<file path="config.mk">
export PLATFORM = sky130hd
export DESIGN_NAME = fwp_top
export DESIGN_NICKNAME = d
export VERILOG_FILES = /design/src/rtl/fwp_pkg.sv /design/src/rtl/fwp_top.sv /design/src/rtl/fwp_chain.sv
export VERILOG_INCLUDE_DIRS = /design/src /design/src/rtl
export SDC_FILE = /design/constraint.sdc
export NUM_CORES = 1
export LEC_CHECK = 0
export BUFFER_PORTS_ARGS = -buffer_cell sky130_fd_sc_hd__buf_2
export CAP_MARGIN = 20
export CORE_ASPECT_RATIO = 1.4
export CORE_MARGIN = 3
export CORE_UTILIZATION = 35
export CTS_CLUSTER_SIZE = 40
export DETAILED_ROUTE_END_ITERATION = 10
export GPL_TIMING_DRIVEN = 0
export SETUP_SLACK_MARGIN = 0.3
export SYNTH_ARGS = -nofsm -noshare
export SYNTH_HDL_FRONTEND = slang
export SYNTH_SLANG_ARGS = --single-unit
</file>
<file path="constraint.sdc">
create_clock -name clk -period 5.1 [get_ports clk]
set_input_delay 0.51 -clock clk [delete_from_list [all_inputs] [get_ports clk]]
set_output_delay 0.51 -clock clk [all_outputs]
set_load 0.1 [all_outputs]
</file>
<file path="src/rtl/fwp_map.svh">
`ifndef FWP_MAP_SVH
`define FWP_MAP_SVH

// ----------------------------------------
// register offsets (byte addresses)
// ----------------------------------------
`define FWP_REG_SHIFT_OFS 8'h00
`define FWP_REG_MASK_OFS 8'h04
`define FWP_REG_OFFSET_OFS 8'h08
`define FWP_DEC_SHIFT_OFS 8'h0c
`define FWP_DEC_MASK_OFS 8'h10
`define FWP_DEC_OFFSET_OFS 8'h14
`define FWP_STATUS_OFS 8'h18
`define FWP_LAST_RAW_OFS 8'h1c
`define FWP_LAST_REG_OFS 8'h20
`define FWP_LAST_DEC_OFS 8'h24
`define FWP_MSG_COUNT_OFS 8'h28

// ----------------------------------------
// status field positions
// ----------------------------------------
`define FWP_ST_REG_ON_BIT 0
`define FWP_ST_DEC_ON_BIT 1

// ----------------------------------------
// reset values
// ----------------------------------------
`define FWP_SHIFT_RST 4'h0
`define FWP_MASK_RST 16'hffff
`define FWP_OFFSET_RST 10'h000
`define FWP_WORD_RST 16'h0000
`define FWP_COUNT_RST 16'h0000
`define FWP_VALUE_RST 17'h0_0000
`define FWP_RDATA_RST 32'h0000_0000

`endif

</file>
<file path="src/rtl/fwp_pkg.sv">
package fwp_pkg;

   // ----------------------------------------
   // feedback source selector
   // ----------------------------------------
   typedef enum logic [1:0] {
      FWP_SRC_RAW = 2'b00,
      FWP_SRC_REG = 2'b01,
      FWP_SRC_DEC = 2'b10
   } fwp_src_e;

   // kind of message arriving on the link
   typedef enum logic [0:0] {
      FWP_KIND_REG = 1'b0,
      FWP_KIND_DEC = 1'b1
   } fwp_kind_e;

   // processing settings of one chain
   typedef struct packed {
      logic [3:0] shift;
      logic [15:0] mask;
      logic [9:0] offset;
   } fwp_cfg_s;

   // request from a feedback-consuming operation
   typedef struct packed {
      logic req;
      fwp_src_e src;
   } fwp_req_s;

endpackage

</file>
<file path="src/rtl/fwp_top.sv">
// What this block does
// - Link messages are 16 bits wide and their bit meaning is set by the sender.
// - The raw source delivers the held message unchanged with no shift, mask or offset.
// - The register-forward source gives ((last forwarded word >> shift) & mask) + offset, shift 0-15, mask 16 bits, offset 0-1023.
// - The decoder source gives ((last decoder word >> shift) & mask) + offset, shift 0-7, mask 8 bits, offset 0-1023.
// - Each processed source has its own chain and settings, and writing one never touches the other; the raw source has neither.
// - Every consuming operation picks its source through its selector, and both branch and table play accept all sources.
// - The processed value serves either as a branch value or as a command table index.
// - Shift, mask and offset may be rewritten at run time between operations.
// - The settings live in this sequencer's own registers, so it extracts only its own subset.
// - An unconfigured processed path passes its own last message through unchanged; the raw path passes the last message of either kind.
`timescale 1ns/1ps
`default_nettype none
`include "fwp_map.svh"

module fwp_top
   import fwp_pkg::*;
(
   input wire logic clk,
   input wire logic reset,
   input wire logic link_valid,
   input wire fwp_kind_e link_kind,
   input wire logic [15:0] link_word,
   input wire fwp_req_s branch_req,
   output logic branch_valid,
   output logic [16:0] branch_value,
   input wire fwp_req_s play_req,
   output logic play_valid,
   output logic [16:0] play_index,
   input wire logic [7:0] reg_addr,
   input wire logic [31:0] reg_wdata,
   input wire logic reg_write,
   input wire logic reg_read,
   output logic [31:0] reg_rdata
);

   // ----------------------------------------
   // configuration group
   // ----------------------------------------
   fwp_cfg_s reg_cfg;
   fwp_cfg_s dec_cfg;
   logic reg_on;
   logic dec_on;
   fwp_cfg_s next_reg_cfg;
   fwp_cfg_s next_dec_cfg;
   logic next_reg_on;
   logic next_dec_on;

   always_comb begin
      next_reg_cfg = reg_cfg;
      next_dec_cfg = dec_cfg;
      next_reg_on = reg_on;
      next_dec_on = dec_on;
      if (reg_write) begin
         case (reg_addr)
            `FWP_REG_SHIFT_OFS: begin
               next_reg_cfg.shift = reg_wdata[3:0];
               next_reg_on = 1'b1;
            end
            `FWP_REG_MASK_OFS: begin
               next_reg_cfg.mask = reg_wdata[15:0];
               next_reg_on = 1'b1;
            end
            `FWP_REG_OFFSET_OFS: begin
               next_reg_cfg.offset = reg_wdata[9:0];
               next_reg_on = 1'b1;
            end
            `FWP_DEC_SHIFT_OFS: begin
               next_dec_cfg.shift = {1'b0, reg_wdata[2:0]};
               next_dec_on = 1'b1;
            end
            `FWP_DEC_MASK_OFS: begin
               next_dec_cfg.mask = {8'h00, reg_wdata[7:0]};
               next_dec_on = 1'b1;
            end
            `FWP_DEC_OFFSET_OFS: begin
               next_dec_cfg.offset = reg_wdata[9:0];
               next_dec_on = 1'b1;
            end
            `FWP_STATUS_OFS: begin
               // writing zero returns a path to pass-through
               next_reg_on = reg_wdata[`FWP_ST_REG_ON_BIT];
               next_dec_on = reg_wdata[`FWP_ST_DEC_ON_BIT];
            end
            default: begin
               next_reg_on = reg_on;
            end
         endcase
      end
   end

   always_ff @(posedge clk) begin
      if (reset) begin
         reg_cfg <= '{`FWP_SHIFT_RST, `FWP_MASK_RST, `FWP_OFFSET_RST};
         dec_cfg <= '{`FWP_SHIFT_RST, `FWP_MASK_RST, `FWP_OFFSET_RST};
         reg_on <= 1'b0;
         dec_on <= 1'b0;
      end else begin
         reg_cfg <= next_reg_cfg;
         dec_cfg <= next_dec_cfg;
         reg_on <= next_reg_on;
         dec_on <= next_dec_on;
      end
   end

   // ----------------------------------------
   // link message hold group
   // ----------------------------------------
   logic [15:0] raw_word;
   logic [15:0] reg_word;
   logic [15:0] dec_word;
   logic [15:0] msg_count;
   logic [15:0] next_raw_word;
   logic [15:0] next_reg_word;
   logic [15:0] next_dec_word;
   logic [15:0] next_msg_count;

   always_comb begin
      next_raw_word = raw_word;
      next_reg_word = reg_word;
      next_dec_word = dec_word;
      next_msg_count = msg_count;
      if (link_valid) begin
         next_raw_word = link_word;
         next_msg_count = msg_count + 16'h0001;
         if (link_kind == FWP_KIND_DEC) begin
            next_dec_word = link_word;
         end else begin
            next_reg_word = link_word;
         end
      end
   end

   always_ff @(posedge clk) begin
      if (reset) begin
         raw_word <= `FWP_WORD_RST;
         reg_word <= `FWP_WORD_RST;
         dec_word <= `FWP_WORD_RST;
         msg_count <= `FWP_COUNT_RST;
      end else begin
         raw_word <= next_raw_word;
         reg_word <= next_reg_word;
         dec_word <= next_dec_word;
         msg_count <= next_msg_count;
      end
   end

   // ----------------------------------------
   // processing chains
   // ----------------------------------------
   logic [16:0] reg_result;
   logic [16:0] dec_result;

   // separate chain per processed source; raw has none
   fwp_chain #(.SHIFT_W(4), .MASK_W(16)) u_reg_chain (
      .word(reg_word),
      .cfg(reg_cfg),
      .configured(reg_on),
      .result(reg_result)
   );

   fwp_chain #(.SHIFT_W(3), .MASK_W(8)) u_dec_chain (
      .word(dec_word),
      .cfg(dec_cfg),
      .configured(dec_on),
      .result(dec_result)
   );

   // ----------------------------------------
   // answer group
   // ----------------------------------------
   logic [16:0] branch_pick;
   logic [16:0] play_pick;
   logic next_branch_valid;
   logic next_play_valid;
   logic [16:0] next_branch_value;
   logic [16:0] next_play_index;

   always_comb begin
      case (branch_req.src)
         FWP_SRC_RAW: branch_pick = {1'b0, raw_word};
         FWP_SRC_REG: branch_pick = reg_result;
         FWP_SRC_DEC: branch_pick = dec_result;
         default: branch_pick = `FWP_VALUE_RST;
      endcase
      case (play_req.src)
         FWP_SRC_RAW: play_pick = {1'b0, raw_word};
         FWP_SRC_REG: play_pick = reg_result;
         FWP_SRC_DEC: play_pick = dec_result;
         default: play_pick = `FWP_VALUE_RST;
      endcase
      next_branch_valid = branch_req.req;
      next_play_valid = play_req.req;
      next_branch_value = branch_req.req ? branch_pick : branch_value;
      next_play_index = play_req.req ? play_pick : play_index;
   end

   always_ff @(posedge clk) begin
      if (reset) begin
         branch_valid <= 1'b0;
         play_valid <= 1'b0;
         branch_value <= `FWP_VALUE_RST;
         play_index <= `FWP_VALUE_RST;
      end else begin
         branch_valid <= next_branch_valid;
         play_valid <= next_play_valid;
         branch_value <= next_branch_value;
         play_index <= next_play_index;
      end
   end

   // ----------------------------------------
   // register read group
   // ----------------------------------------
   logic [31:0] rd_val;
   logic [31:0] next_reg_rdata;

   always_comb begin
      case (reg_addr)
         `FWP_REG_SHIFT_OFS: rd_val = 32'(reg_cfg.shift);
         `FWP_REG_MASK_OFS: rd_val = 32'(reg_cfg.mask);
         `FWP_REG_OFFSET_OFS: rd_val = 32'(reg_cfg.offset);
         `FWP_DEC_SHIFT_OFS: rd_val = 32'(dec_cfg.shift);
         `FWP_DEC_MASK_OFS: rd_val = 32'(dec_cfg.mask);
         `FWP_DEC_OFFSET_OFS: rd_val = 32'(dec_cfg.offset);
         `FWP_STATUS_OFS: rd_val = 32'({dec_on, reg_on});
         `FWP_LAST_RAW_OFS: rd_val = 32'(raw_word);
         `FWP_LAST_REG_OFS: rd_val = 32'(reg_word);
         `FWP_LAST_DEC_OFS: rd_val = 32'(dec_word);
         `FWP_MSG_COUNT_OFS: rd_val = 32'(msg_count);
         default: rd_val = `FWP_RDATA_RST;
      endcase
      next_reg_rdata = reg_read ? rd_val : `FWP_RDATA_RST;
   end

   always_ff @(posedge clk) begin
      if (reset) begin
         reg_rdata <= `FWP_RDATA_RST;
      end else begin
         reg_rdata <= next_reg_rdata;
      end
   end

   // ----------------------------------------
   // checks
   // ----------------------------------------
   hold_word_a: assert property (
      @(posedge clk) disable iff (reset)
      link_valid |=> raw_word == $past(link_word)
   ) else $error("held link word does not match last message");

   raw_path_a: assert property (
      @(posedge clk) disable iff (reset)
      (branch_req.req && branch_req.src == FWP_SRC_RAW)
         |=> branch_value == {1'b0, $past(raw_word)}
   ) else $error("raw branch value altered");

   reg_path_a: assert property (
      @(posedge clk) disable iff (reset)
      (play_req.req && play_req.src == FWP_SRC_REG && reg_on)
         |=> play_index == {1'b0, ($past(reg_word) >> $past(reg_cfg.shift))
            & $past(reg_cfg.mask)} + {7'h00, $past(reg_cfg.offset)}
   ) else $error("register-forward result wrong");

   dec_path_a: assert property (
      @(posedge clk) disable iff (reset)
      (branch_req.req && branch_req.src == FWP_SRC_DEC && dec_on)
         |=> branch_value == {9'h000, 8'(($past(dec_word) >> $past(dec_cfg.shift[2:0]))
            & $past(dec_cfg.mask))} + {7'h00, $past(dec_cfg.offset)}
   ) else $error("decoder result wrong");

   chain_apart_a: assert property (
      @(posedge clk) disable iff (reset)
      (reg_write && reg_addr inside {`FWP_REG_SHIFT_OFS, `FWP_REG_MASK_OFS,
         `FWP_REG_OFFSET_OFS}) |=> $stable(dec_cfg) && $stable(dec_on)
   ) else $error("decoder settings disturbed by register-forward write");

   answer_timing_a: assert property (
      @(posedge clk) disable iff (reset)
      (play_req.req && play_req.src == FWP_SRC_RAW)
         |=> play_valid && play_index == {1'b0, $past(raw_word)}
   ) else $error("table play answer not raw word one cycle after request");

   live_update_a: assert property (
      @(posedge clk) disable iff (reset)
      (reg_write && reg_addr == `FWP_DEC_SHIFT_OFS)
         |=> dec_on && dec_cfg.shift == {1'b0, $past(reg_wdata[2:0])}
   ) else $error("decoder shift not updated at run time");

   pass_through_a: assert property (
      @(posedge clk) disable iff (reset)
      (play_req.req && play_req.src == FWP_SRC_REG && !reg_on)
         |=> play_index == {1'b0, $past(reg_word)}
   ) else $error("unconfigured path not passing through");

   no_overflow_a: assert property (
      @(posedge clk) disable iff (reset)
      play_valid |-> play_index <= 17'h1_03fe
   ) else $error("table index above largest sum");

endmodule

`default_nettype wire

</file>
<file path="src/rtl/fwp_chain.sv">
`timescale 1ns/1ps
`default_nettype none

module fwp_chain
   import fwp_pkg::*;
#(
   parameter int SHIFT_W = 4,
   parameter int MASK_W = 16
) (
   input wire logic [15:0] word,
   input wire fwp_cfg_s cfg,
   input wire logic configured,
   output logic [16:0] result
);

   localparam logic [3:0] SHIFT_LIM = 4'((5'd1 << SHIFT_W) - 5'd1);
   localparam logic [15:0] MASK_LIM = 16'((17'd1 << MASK_W) - 17'd1);

   logic [15:0] shifted;
   logic [15:0] masked;

   always_comb begin
      shifted = word >> (cfg.shift & SHIFT_LIM);
      masked = shifted & (cfg.mask & MASK_LIM);
      // 17 bits hold mask max plus offset max
      if (configured) begin
         result = {1'b0, masked} + {7'h00, cfg.offset};
      end else begin
         result = {1'b0, word};
      end
   end

endmodule

`default_nettype wire

</file>
==> out/qor.txt, run 1 <==
Ys Warns: 0
Global-route wire length before repair: 59700 um
Commonest non-fill, non-tap cells in the layout: 201 x nand2_1, 170 x dfxtp_1, 112 x a21oi_1
Adder and majority gate portion of the synthesized area: 0.0284
Compound-Gate Fraction of Synth Area: 0.212
CTS Buf Count: 17
Mux share of post-synthesis cell area: 0.123
Setup TNS: 0 ns
FMAX: 0.225 GHz
Outcome: finished clean
Leak: 4.46 nW
H-tree Lvls: 4
Final instance area: 11400 sq um
Placed Area: 10800 sq um
Most frequent cell on the critical path: mux2i_1
Worst EP arrival: 4.81 ns
Hold WC Path Type: primary input to flip-flop
Avg Cell Area, Syn: 7.97 sq um
Power, Total: 0.00317 W
Ports: 136
Die Footprint: 30000 sq um
Core area: 27200 sq um
Post-Syn Area: 9780 sq um
Initial Util: 0.360
Post-CTS Setup Bufs: 0
Via Count: 10122
Worst setup SP type: flip-flop
Critical path buffers and inverters: 3
DR vias/cell: 5.82
Skew final: 0.0146 ns
Synth Register Bits: 170
Number of diodes: 0
Clk_lat worst skew: 0.45 ns
Count of pins over their slew limit: 0
Clk buf depth: 2
Slew @ Worst Pin: 1.07 ns
CTS clk-pin slew, worst paths: 0.07 ns
Sequential fraction of the synthesis area: 0.348
Count of different cell masters after synthesis: 71
CP peak stage delay: 0.63 ns
Post-DRT Antenna Nets: 0
WL final: 40600 um
Cell family with most CP delay: simple AND/OR/NAND/NOR gates
First-pass DRT Iterations: 5
DIE WIDTH: 147 um
Largest net degree at the start of global routing: 17
Fill cell count: 2846
Main combinational cell family by area after synthesis: compound AO/OA/AOI/OAI gates
Peak VDD IR: 195 uV
WS Path Type: flip-flop to flip-flop
DR WL/cell: 23.3 um
Max-Cap Viols: 0
TritonCTS clock tree: done
Die Ht: 204 um
Clock sink count: 170
RSZ-0062 raised after global routing: no
Total congestion overflow: 0
Simple-gate share of the synthesized area: 0.211
Crit-path cells: buf_4, buf_2, mux2i_1, mux2i_1, mux2i_1, nand2_1, o211a_1, ha_1, inv_1, fa_1, nor2b_1, o31ai_1, a211oi_1, nor2_1, nor4_1, nand3_1, a21oi_1
Post-CTS Resized: 0
PwrDens: 278 nW/um^2
Most common cell after layout, fill and taps aside: nand2_1
FP Rows: 71
Global Route Usage Sum: 0.266
Critical Path Fanout Max: 10
Worst rel slew slack: 0.279
First DRT Iteration DRCs: 1207
Final nets: 1451
Post-cts hold buffer count: 0
Synth Flop Type: dfxtp_1
Slowest CP cell: nor4_1
GPL Wtd Cong: 1.00
HPWL Detailed: 32700 um
EDFF count, synth: 0
Mapped Cells: 1228
Asr flop ratio synth: 0
Root Buffer: clkbuf_16
Vias in the first global route: 9699
Crit. End Element: flip-flop
Initial antenna violation count: 0
# setup viols final: 0
Data required, critical path: 5.47 ns
Period utilisation layout: 0.871
Post-layout min period: 4.44 ns
Synth Area in XOR/XNOR: 0.0224
Area Growth Syn to Fin: 16.3%
Share of cells above drive strength 1: 0.132
Port-buffer cells: 100
Fin. Hold Viols: 0
DRC Markers: 0
registers in the layout, indices dropped and copies added, names as in the netlist, 16 cells and up:
register / cells
branch_value: 17
dec_cfg: 22
dec_word: 16
msg_count: 16
play_index: 17
raw_word: 16
reg_cfg: 30
reg_rdata: 16
reg_word: 16
cell type report:
| class | count | area, sq um | area share |
|---|---|---|---|
| Sequential cell | 170 | 3400 | 0.299 |
| Timing Repair Buffer | 100 | 500 | 0.0440 |
| Buffer | 99 | 453 | 0.0398 |
| Multi-Input combinational cell | 954 | 5910 | 0.519 |
| Tap cell | 365 | 457 | 0.0401 |
| Clock buffer | 21 | 470 | 0.0414 |
| Inverter | 20 | 75.1 | 0.00660 |
| Clock inverter | 11 | 110 | 0.00968 |
where the power goes:
group / total [W] / switching (W) / internal, W
Combinational: 0.000454 / 0.000338 / 0.000116
Sequential: 0.00141 / 0.0000497 / 0.00136
Clock: 0.00130 / 0.000584 / 0.000718
Total: 0.00317 / 0.000972 / 0.00219
cell families (layout without fill, tap and decap cells):
kind of cell | Yosys count | in the layout
AOI/OAI and AO/OA | 318 | 318
xor gates and xnor gates | 25 | 25
adders and majority gates | 21 | 21
buffers and inverters | 119 | 251
DFF | 170 | 170
muxes | 109 | 109
other | 1 | 16
and+or+nand+nor | 465 | 465
worst paths after layout:
| path | startpoint | end | slack (ns) | depth (start not counted) |
|---|---|---|---|---|
| setup / recovery | reg_cfg[27]$_SDFFE_PP0P_ | branch_value[16]$_SDFFE_PP0P_ | 0.66 | 17 |
| hold reg to reg | dec_cfg[24]$_SDFFE_PP1P_ | dec_cfg[24]$_SDFFE_PP1P_ | 0.45 | 2 |
| setup reg to reg | reg_cfg[27]$_SDFFE_PP0P_ | branch_value[16]$_SDFFE_PP0P_ | 0.66 | 17 |
| hold / removal | reg_wdata[15] | reg_cfg[25]$_SDFFE_PP1P_ | 0.28 | 3 |
synthesized netlist by cell type (4+ instances only):
cell type | number | area [sq um]
a31oi_1 | 22 | 138
nor2b_1 | 25 | 156
nand2b_1 | 7 | 43.8
buf_2 | 8 | 40.0
a21o_1 | 8 | 60.1
nor2_1 | 111 | 417
o2bb2ai_1 | 6 | 52.6
ha_1 | 19 | 238
a222oi_1 | 13 | 130
nor3b_1 | 5 | 37.5
mux4_2 | 7 | 158
and2_1 | 12 | 75.1
nor3_1 | 17 | 85.1
a22oi_1 | 13 | 97.6
a221oi_1 | 11 | 96.3
o21ai_0 | 45 | 225
mux2_2 | 6 | 67.6
nor4_1 | 4 | 25.0
o21a_1 | 7 | 52.6
nand3_1 | 51 | 255
o221ai_1 | 10 | 87.6
inv_1 | 18 | 67.6
mux2i_1 | 94 | 941
nand4_1 | 6 | 37.5
a21oi_1 | 112 | 561
buf_1 | 8 | 30.0
o22ai_1 | 7 | 43.8
nand2_1 | 201 | 754
o2111ai_1 | 7 | 61.3
buf_4 | 17 | 128
dfxtp_1 | 170 | 3400
a211oi_1 | 21 | 158
clkbuf_1 | 65 | 244
and3_1 | 13 | 81.3
xor2_1 | 16 | 140
xnor2_1 | 9 | 78.8
layer usage:
layer,share of wire,GRT usage,vias to the layer above
met2,0.48,0.448,538
met4,0.076,0.188,0
li1,-,-,4681
met1,0.38,0.308,4758
met5,0,0,-
met3,0.066,0.0421,145
metrics by stage:
| stage | hold slack (ns) | setup WS [ns] | std cells | utilization |
|---|---|---|---|---|
| after floorplan | 0.415 | 1.67 | 1243 | - |
| after global placement | 0.433 | 0.840 | 1708 | 0.397 |
| after detailed placement | 0.445 | 0.821 | 1708 | 0.397 |
| after CTS | 0.272 | 0.792 | 1740 | 0.419 |
| after global routing | 0.285 | 0.425 | 1740 | 0.419 |
| final | 0.281 | 0.655 | 1740 | 0.419 |
worst register-to-register path: stages (launching register included):
cell and delay [ns]:
dfxtp_1 0.43, buf_4 0.24, buf_2 0.31, mux2i_1 0.14
mux2i_1 0.22, mux2i_1 0.17, nand2_1 0.10, o211a_1 0.15
ha_1 0.17, inv_1 0.06, fa_1 0.39, nor2b_1 0.21
o31ai_1 0.18, a211oi_1 0.51, nor2_1 0.14, nor4_1 0.63
nand3_1 0.17, a21oi_1 0.16
No activity file was read; power rests on OpenSTA's default activity.
==> run 2: changes to the inputs <==
Settings changed: CTS_BUF_LIST set to sky130_fd_sc_hd__clkbuf_16.
==> out/qor.txt, run 2 (same netlist as run 1, synthesis figures left out) <==
Placed Area: 10800 sq um
PwrDens: 274 nW/um^2
TritonCTS clock tree: done
Hold Path End: reg_cfg[25]$_SDFFE_PP1P_
H-tree Lvls: 4
Leak: 4.45 nW
First DRT Iteration DRCs: 1177
Clk buf depth: 2
Worst reg-to-reg path cell count: 17
Largest net degree at the start of global routing: 17
DR vias/cell: 5.85
Post-CTS Setup Bufs: 0
Core area: 27200 sq um
First-pass DRT Iterations: 6
CTS clk-pin slew, worst paths: 0.07 ns
HPWL Detailed: 32700 um
Most flop-heavy register: reg_cfg
Clock sink count: 170
Slew @ Worst Pin: 1.10 ns
GPL Wtd Cong: 1.00
Area Growth Syn to Fin: 16.0%
CTS Buf Count: 17
Vias in the first global route: 9687
Initial Util: 0.360
Setup TNS: 0 ns
Largest regs: reg_cfg: 30 flops, dec_cfg: 22 flops
Worst setup SP type: flip-flop
Crit. End Element: flip-flop
Period utilisation layout: 0.864
WS Path Type: flip-flop to flip-flop
Fin. Hold Viols: 0
DIE WIDTH: 147 um
Share of cells above drive strength 1: 0.129
Skew final: 0.0154 ns
Power, Total: 0.00311 W
Die Ht: 204 um
RSZ-0062 raised after global routing: no
Max-Cap Viols: 0
Ports: 136
Post-cts hold buffer count: 0
Post-CTS Resized: 0
Worst Hold Launch: reg_wdata[15]
Commonest non-fill, non-tap cells in the layout: 201 x nand2_1, 170 x dfxtp_1, 112 x a21oi_1
Total congestion overflow: 0
DRC Markers: 0
Final instance area: 11300 sq um
WL final: 40700 um
# setup viols final: 0
RR Endpoint: branch_value[16]$_SDFFE_PP0P_
Worst R2R Setup Slack: 0.70 ns
Peak VDD IR: 193 uV
Hold Path Stages: 3
R2r startpoint: reg_cfg[27]$_SDFFE_PP0P_
FMAX: 0.227 GHz
Port-buffer cells: 100
Root Buffer: clkbuf_16
Worst EP arrival: 4.77 ns
Via Count: 10176
Post-layout min period: 4.40 ns
Global Route Usage Sum: 0.266
Critical Path Fanout Max: 10
Final nets: 1451
Count of pins over their slew limit: 0
Post-DRT Antenna Nets: 0
Data required, critical path: 5.47 ns
DR WL/cell: 23.4 um
Clk_lat worst skew: 0.45 ns
FP Rows: 71
Die Footprint: 30000 sq um
Number of diodes: 0
Most common cell after layout, fill and taps aside: nand2_1
Global-route wire length before repair: 59600 um
Hold WC Path Type: primary input to flip-flop
Initial antenna violation count: 0
Worst rel slew slack: 0.260
Outcome: finished clean
Largest register FFs: 30
## run 2: area by class of cell
class / instances / area, sq um
buffer: 99 / 453
sequential: 170 / 3400
clock inverter: 15 / 125
multi-input combinational: 954 / 5910
fill: 2848 / 15800
clock buffer: 17 / 425
inverter: 20 / 75.1
tap: 365 / 457
timing repair buffer: 100 / 500
## run 2: critical path, cell delays in order (launching register included)
cell and delay (ns):
dfxtp_1 0.43, buf_4 0.24, buf_2 0.31, mux2i_1 0.14
mux2i_1 0.22, mux2i_1 0.16, nand2_1 0.10, o211a_1 0.15
ha_1 0.17, inv_1 0.06, fa_1 0.39, nor2b_1 0.22
o31ai_1 0.18, a211oi_1 0.50, nor2_1 0.14, nor4_1 0.61
nand3_1 0.17, a21oi_1 0.16
## run 2: how the worst max path moves through the flow
stage	to	cells after the start	startpoint
final	branch_value[16]$_SDFFE_PP0P_	17	reg_cfg[27]$_SDFFE_PP0P_
after global routing	play_index[16]$_SDFFE_PP0P_	17	reg_cfg[27]$_SDFFE_PP0P_
after CTS	branch_value[16]$_SDFFE_PP0P_	17	reg_cfg[27]$_SDFFE_PP0P_
after detailed placement	branch_value[16]$_SDFFE_PP0P_	17	reg_cfg[27]$_SDFFE_PP0P_
after global placement	branch_value[8]$_SDFFE_PP0P_	15	reg_cfg[26]$_SDFFE_PP0P_
after floorplan	branch_value[6]$_SDFFE_PP0P_	16	reg_cfg[27]$_SDFFE_PP0P_
## run 2: layer usage
metal,up-vias,part of all wire,global-route usage
met3,150,0.071,0.0413
li1,4670,-,-
met4,0,0.074,0.187
met5,-,0,0
met1,4762,0.38,0.307
met2,594,0.48,0.448
## run 2: report_power, final
group / total [W] / switching, W / internal (W)
clock network: 0.00125 / 0.000579 / 0.000671
logic: 0.000455 / 0.000339 / 0.000116
registers: 0.00141 / 0.0000493 / 0.00136
## run 2: per-stage QoR
step                      instances  hold slack (ns)   util  setup slack, ns
after floorplan                1243            0.415      -             1.67
after global placement         1708            0.433  0.397            0.840
after detailed placement       1708            0.445  0.397            0.821
after CTS                      1740            0.269  0.417            0.794
after global routing           1740            0.283  0.417            0.428
final                          1740            0.283  0.417            0.696
==> run 3: changes to the inputs <==
Settings changed: CORE_ASPECT_RATIO 1.4 to unset.
==> out/qor.txt, run 3 (same netlist as run 1, synthesis figures left out) <==
Outcome: finished clean
Slew @ Worst Pin: 0.963 ns
Power, Total: 0.00319 W
Worst EP arrival: 4.56 ns
RR Endpoint: branch_value[16]$_SDFFE_PP0P_
Data required, critical path: 5.47 ns
FMAX: 0.239 GHz
Largest net degree at the start of global routing: 18
Crit. End Element: flip-flop
Share of cells above drive strength 1: 0.132
Largest register FFs: 30
Total congestion overflow: 0
Post-DRT Antenna Nets: 0
Pre-CTS setup slack: 1.08 ns
FP Rows: 60
Hold WC Path Type: primary input to flip-flop
GPL Wtd Cong: 0.997
Worst Hold Launch: reg_wdata[12]
Max-Cap Viols: 0
First-pass DRT Iterations: 8
Largest regs: reg_cfg: 30 flops, dec_cfg: 22 flops
Worst setup margin: 0.910 ns
Worst reg-to-reg path cell count: 17
Initial antenna violation count: 0
H-tree Lvls: 4
Commonest non-fill, non-tap cells in the layout: 201 x nand2_1, 170 x dfxtp_1, 112 x a21oi_1
Final nets: 1451
Initial Util: 0.360
Post-cts hold buffer count: 0
WL final: 40300 um
Post-layout min period: 4.19 ns
Hold Path End: reg_cfg[22]$_SDFFE_PP1P_
RSZ-0062 raised after global routing: no
Fill cell count: 2864
Peak VDD IR: 189 uV
Final instance area: 11400 sq um
Post-CTS Setup Bufs: 0
HPWL Detailed: 31700 um
Area Growth Syn to Fin: 16.4%
Most common cell after layout, fill and taps aside: nand2_1
Global-route wire length before repair: 59400 um
Worst rel slew slack: 0.358
Via Count: 10333
Die Footprint: 30000 sq um
DIE WIDTH: 173 um
Root Buffer: clkbuf_16
Count of pins over their slew limit: 0
CTS Buf Count: 17
# setup viols final: 0
DR vias/cell: 5.91
Fin. Hold Viols: 0
TritonCTS clock tree: done
Ports: 136
PwrDens: 280 nW/um^2
First DRT Iteration DRCs: 1498
Critical Path Fanout Max: 10
Worst R2R Setup Slack: 0.91 ns
Number of diodes: 0
Clock sink count: 170
Most flop-heavy register: reg_cfg
Die Ht: 173 um
Period utilisation layout: 0.822
Setup TNS: 0 ns
DR WL/cell: 23.1 um
Hold Path Stages: 3
Leak: 4.47 nW
Core area: 27200 sq um
CTS clk-pin slew, worst paths: 0.07 ns
Clk buf depth: 2
Global Route Usage Sum: 0.259
Vias in the first global route: 9339
WS Path Type: flip-flop to flip-flop
Post-CTS Resized: 0
Worst setup SP type: flip-flop
Skew final: 0.0134 ns
R2r startpoint: reg_cfg[27]$_SDFFE_PP0P_
DRC Markers: 0
Port-buffer cells: 100
Placed Area: 10800 sq um
Clk_lat worst skew: 0.45 ns
-- run 3: cell count changes in the layout (fill, tap and decap cells not counted), sizes merged --
cell / before / now
clkinvlp: 3 / 2
inv: 24 / 26
clkinv: 7 / 6
-- run 3: stage by stage --
stage,utilization,instances,hold WS [ns]
final,0.419,1747,0.277
after global routing,0.419,1747,0.284
after global placement,0.398,1715,0.427
after floorplan,-,1243,0.415
after CTS,0.419,1747,0.275
after detailed placement,0.398,1715,0.430
-- run 3: how the worst max path moves through the flow --
stage	start	endpoint	slack, ns	cells after the start
6_report	reg_cfg[27]$_SDFFE_PP0P_	branch_value[16]$_SDFFE_PP0P_	0.91	17
2_1_floorplan	reg_cfg[27]$_SDFFE_PP0P_	branch_value[6]$_SDFFE_PP0P_	1.67	16
3_3_place_gp	reg_cfg[27]$_SDFFE_PP0P_	play_index[16]$_SDFFE_PP0P_	1.01	17
3_5_place_dp	reg_cfg[27]$_SDFFE_PP0P_	play_index[16]$_SDFFE_PP0P_	1.08	17
4_1_cts	reg_cfg[27]$_SDFFE_PP0P_	branch_value[16]$_SDFFE_PP0P_	1.06	17
5_1_grt	reg_cfg[27]$_SDFFE_PP0P_	play_index[16]$_SDFFE_PP0P_	0.67	17
-- run 3: layer usage --
metal | GRT usage | routed length (um)
met5 | 0 | 0
met4 | 0.0564 | 1070
met3 | 0.0597 | 4110
met2 | 0.401 | 17600
met1 | 0.369 | 17600
-- run 3: critical path, stage by stage (launching register included) --
cell and delay, ns:
dfxtp_1 0.42, buf_4 0.23, buf_2 0.32, mux2i_1 0.16
mux2i_1 0.28, nand2_1 0.09, o21ai_0 0.09, o211a_1 0.16
ha_1 0.16, inv_1 0.05, fa_1 0.38, nor2b_1 0.20
o31ai_1 0.16, a211oi_1 0.40, nor2_1 0.13, nor4_1 0.54
nand3_1 0.18, a21oi_1 0.16
-- run 3: area by class of cell --
class	instances	area, sq um	share of cell area
Multi-Input combinational cell	954	5910	0.519
Clock buffer	17	425	0.0374
Sequential cell	170	3400	0.299
Tap cell	372	465	0.0409
Inverter	20	75.1	0.00659
Timing Repair Buffer	100	500	0.0439
Clock inverter	15	159	0.0140
Buffer	99	453	0.0398
-- run 3: power breakdown --
| part | internal [W] | switching (W) |
|---|---|---|
| sequential | 0.00136 | 0.0000488 |
| clock | 0.000693 | 0.000640 |
| combinational | 0.000116 | 0.000337 |
| total | 0.00217 | 0.00103 |
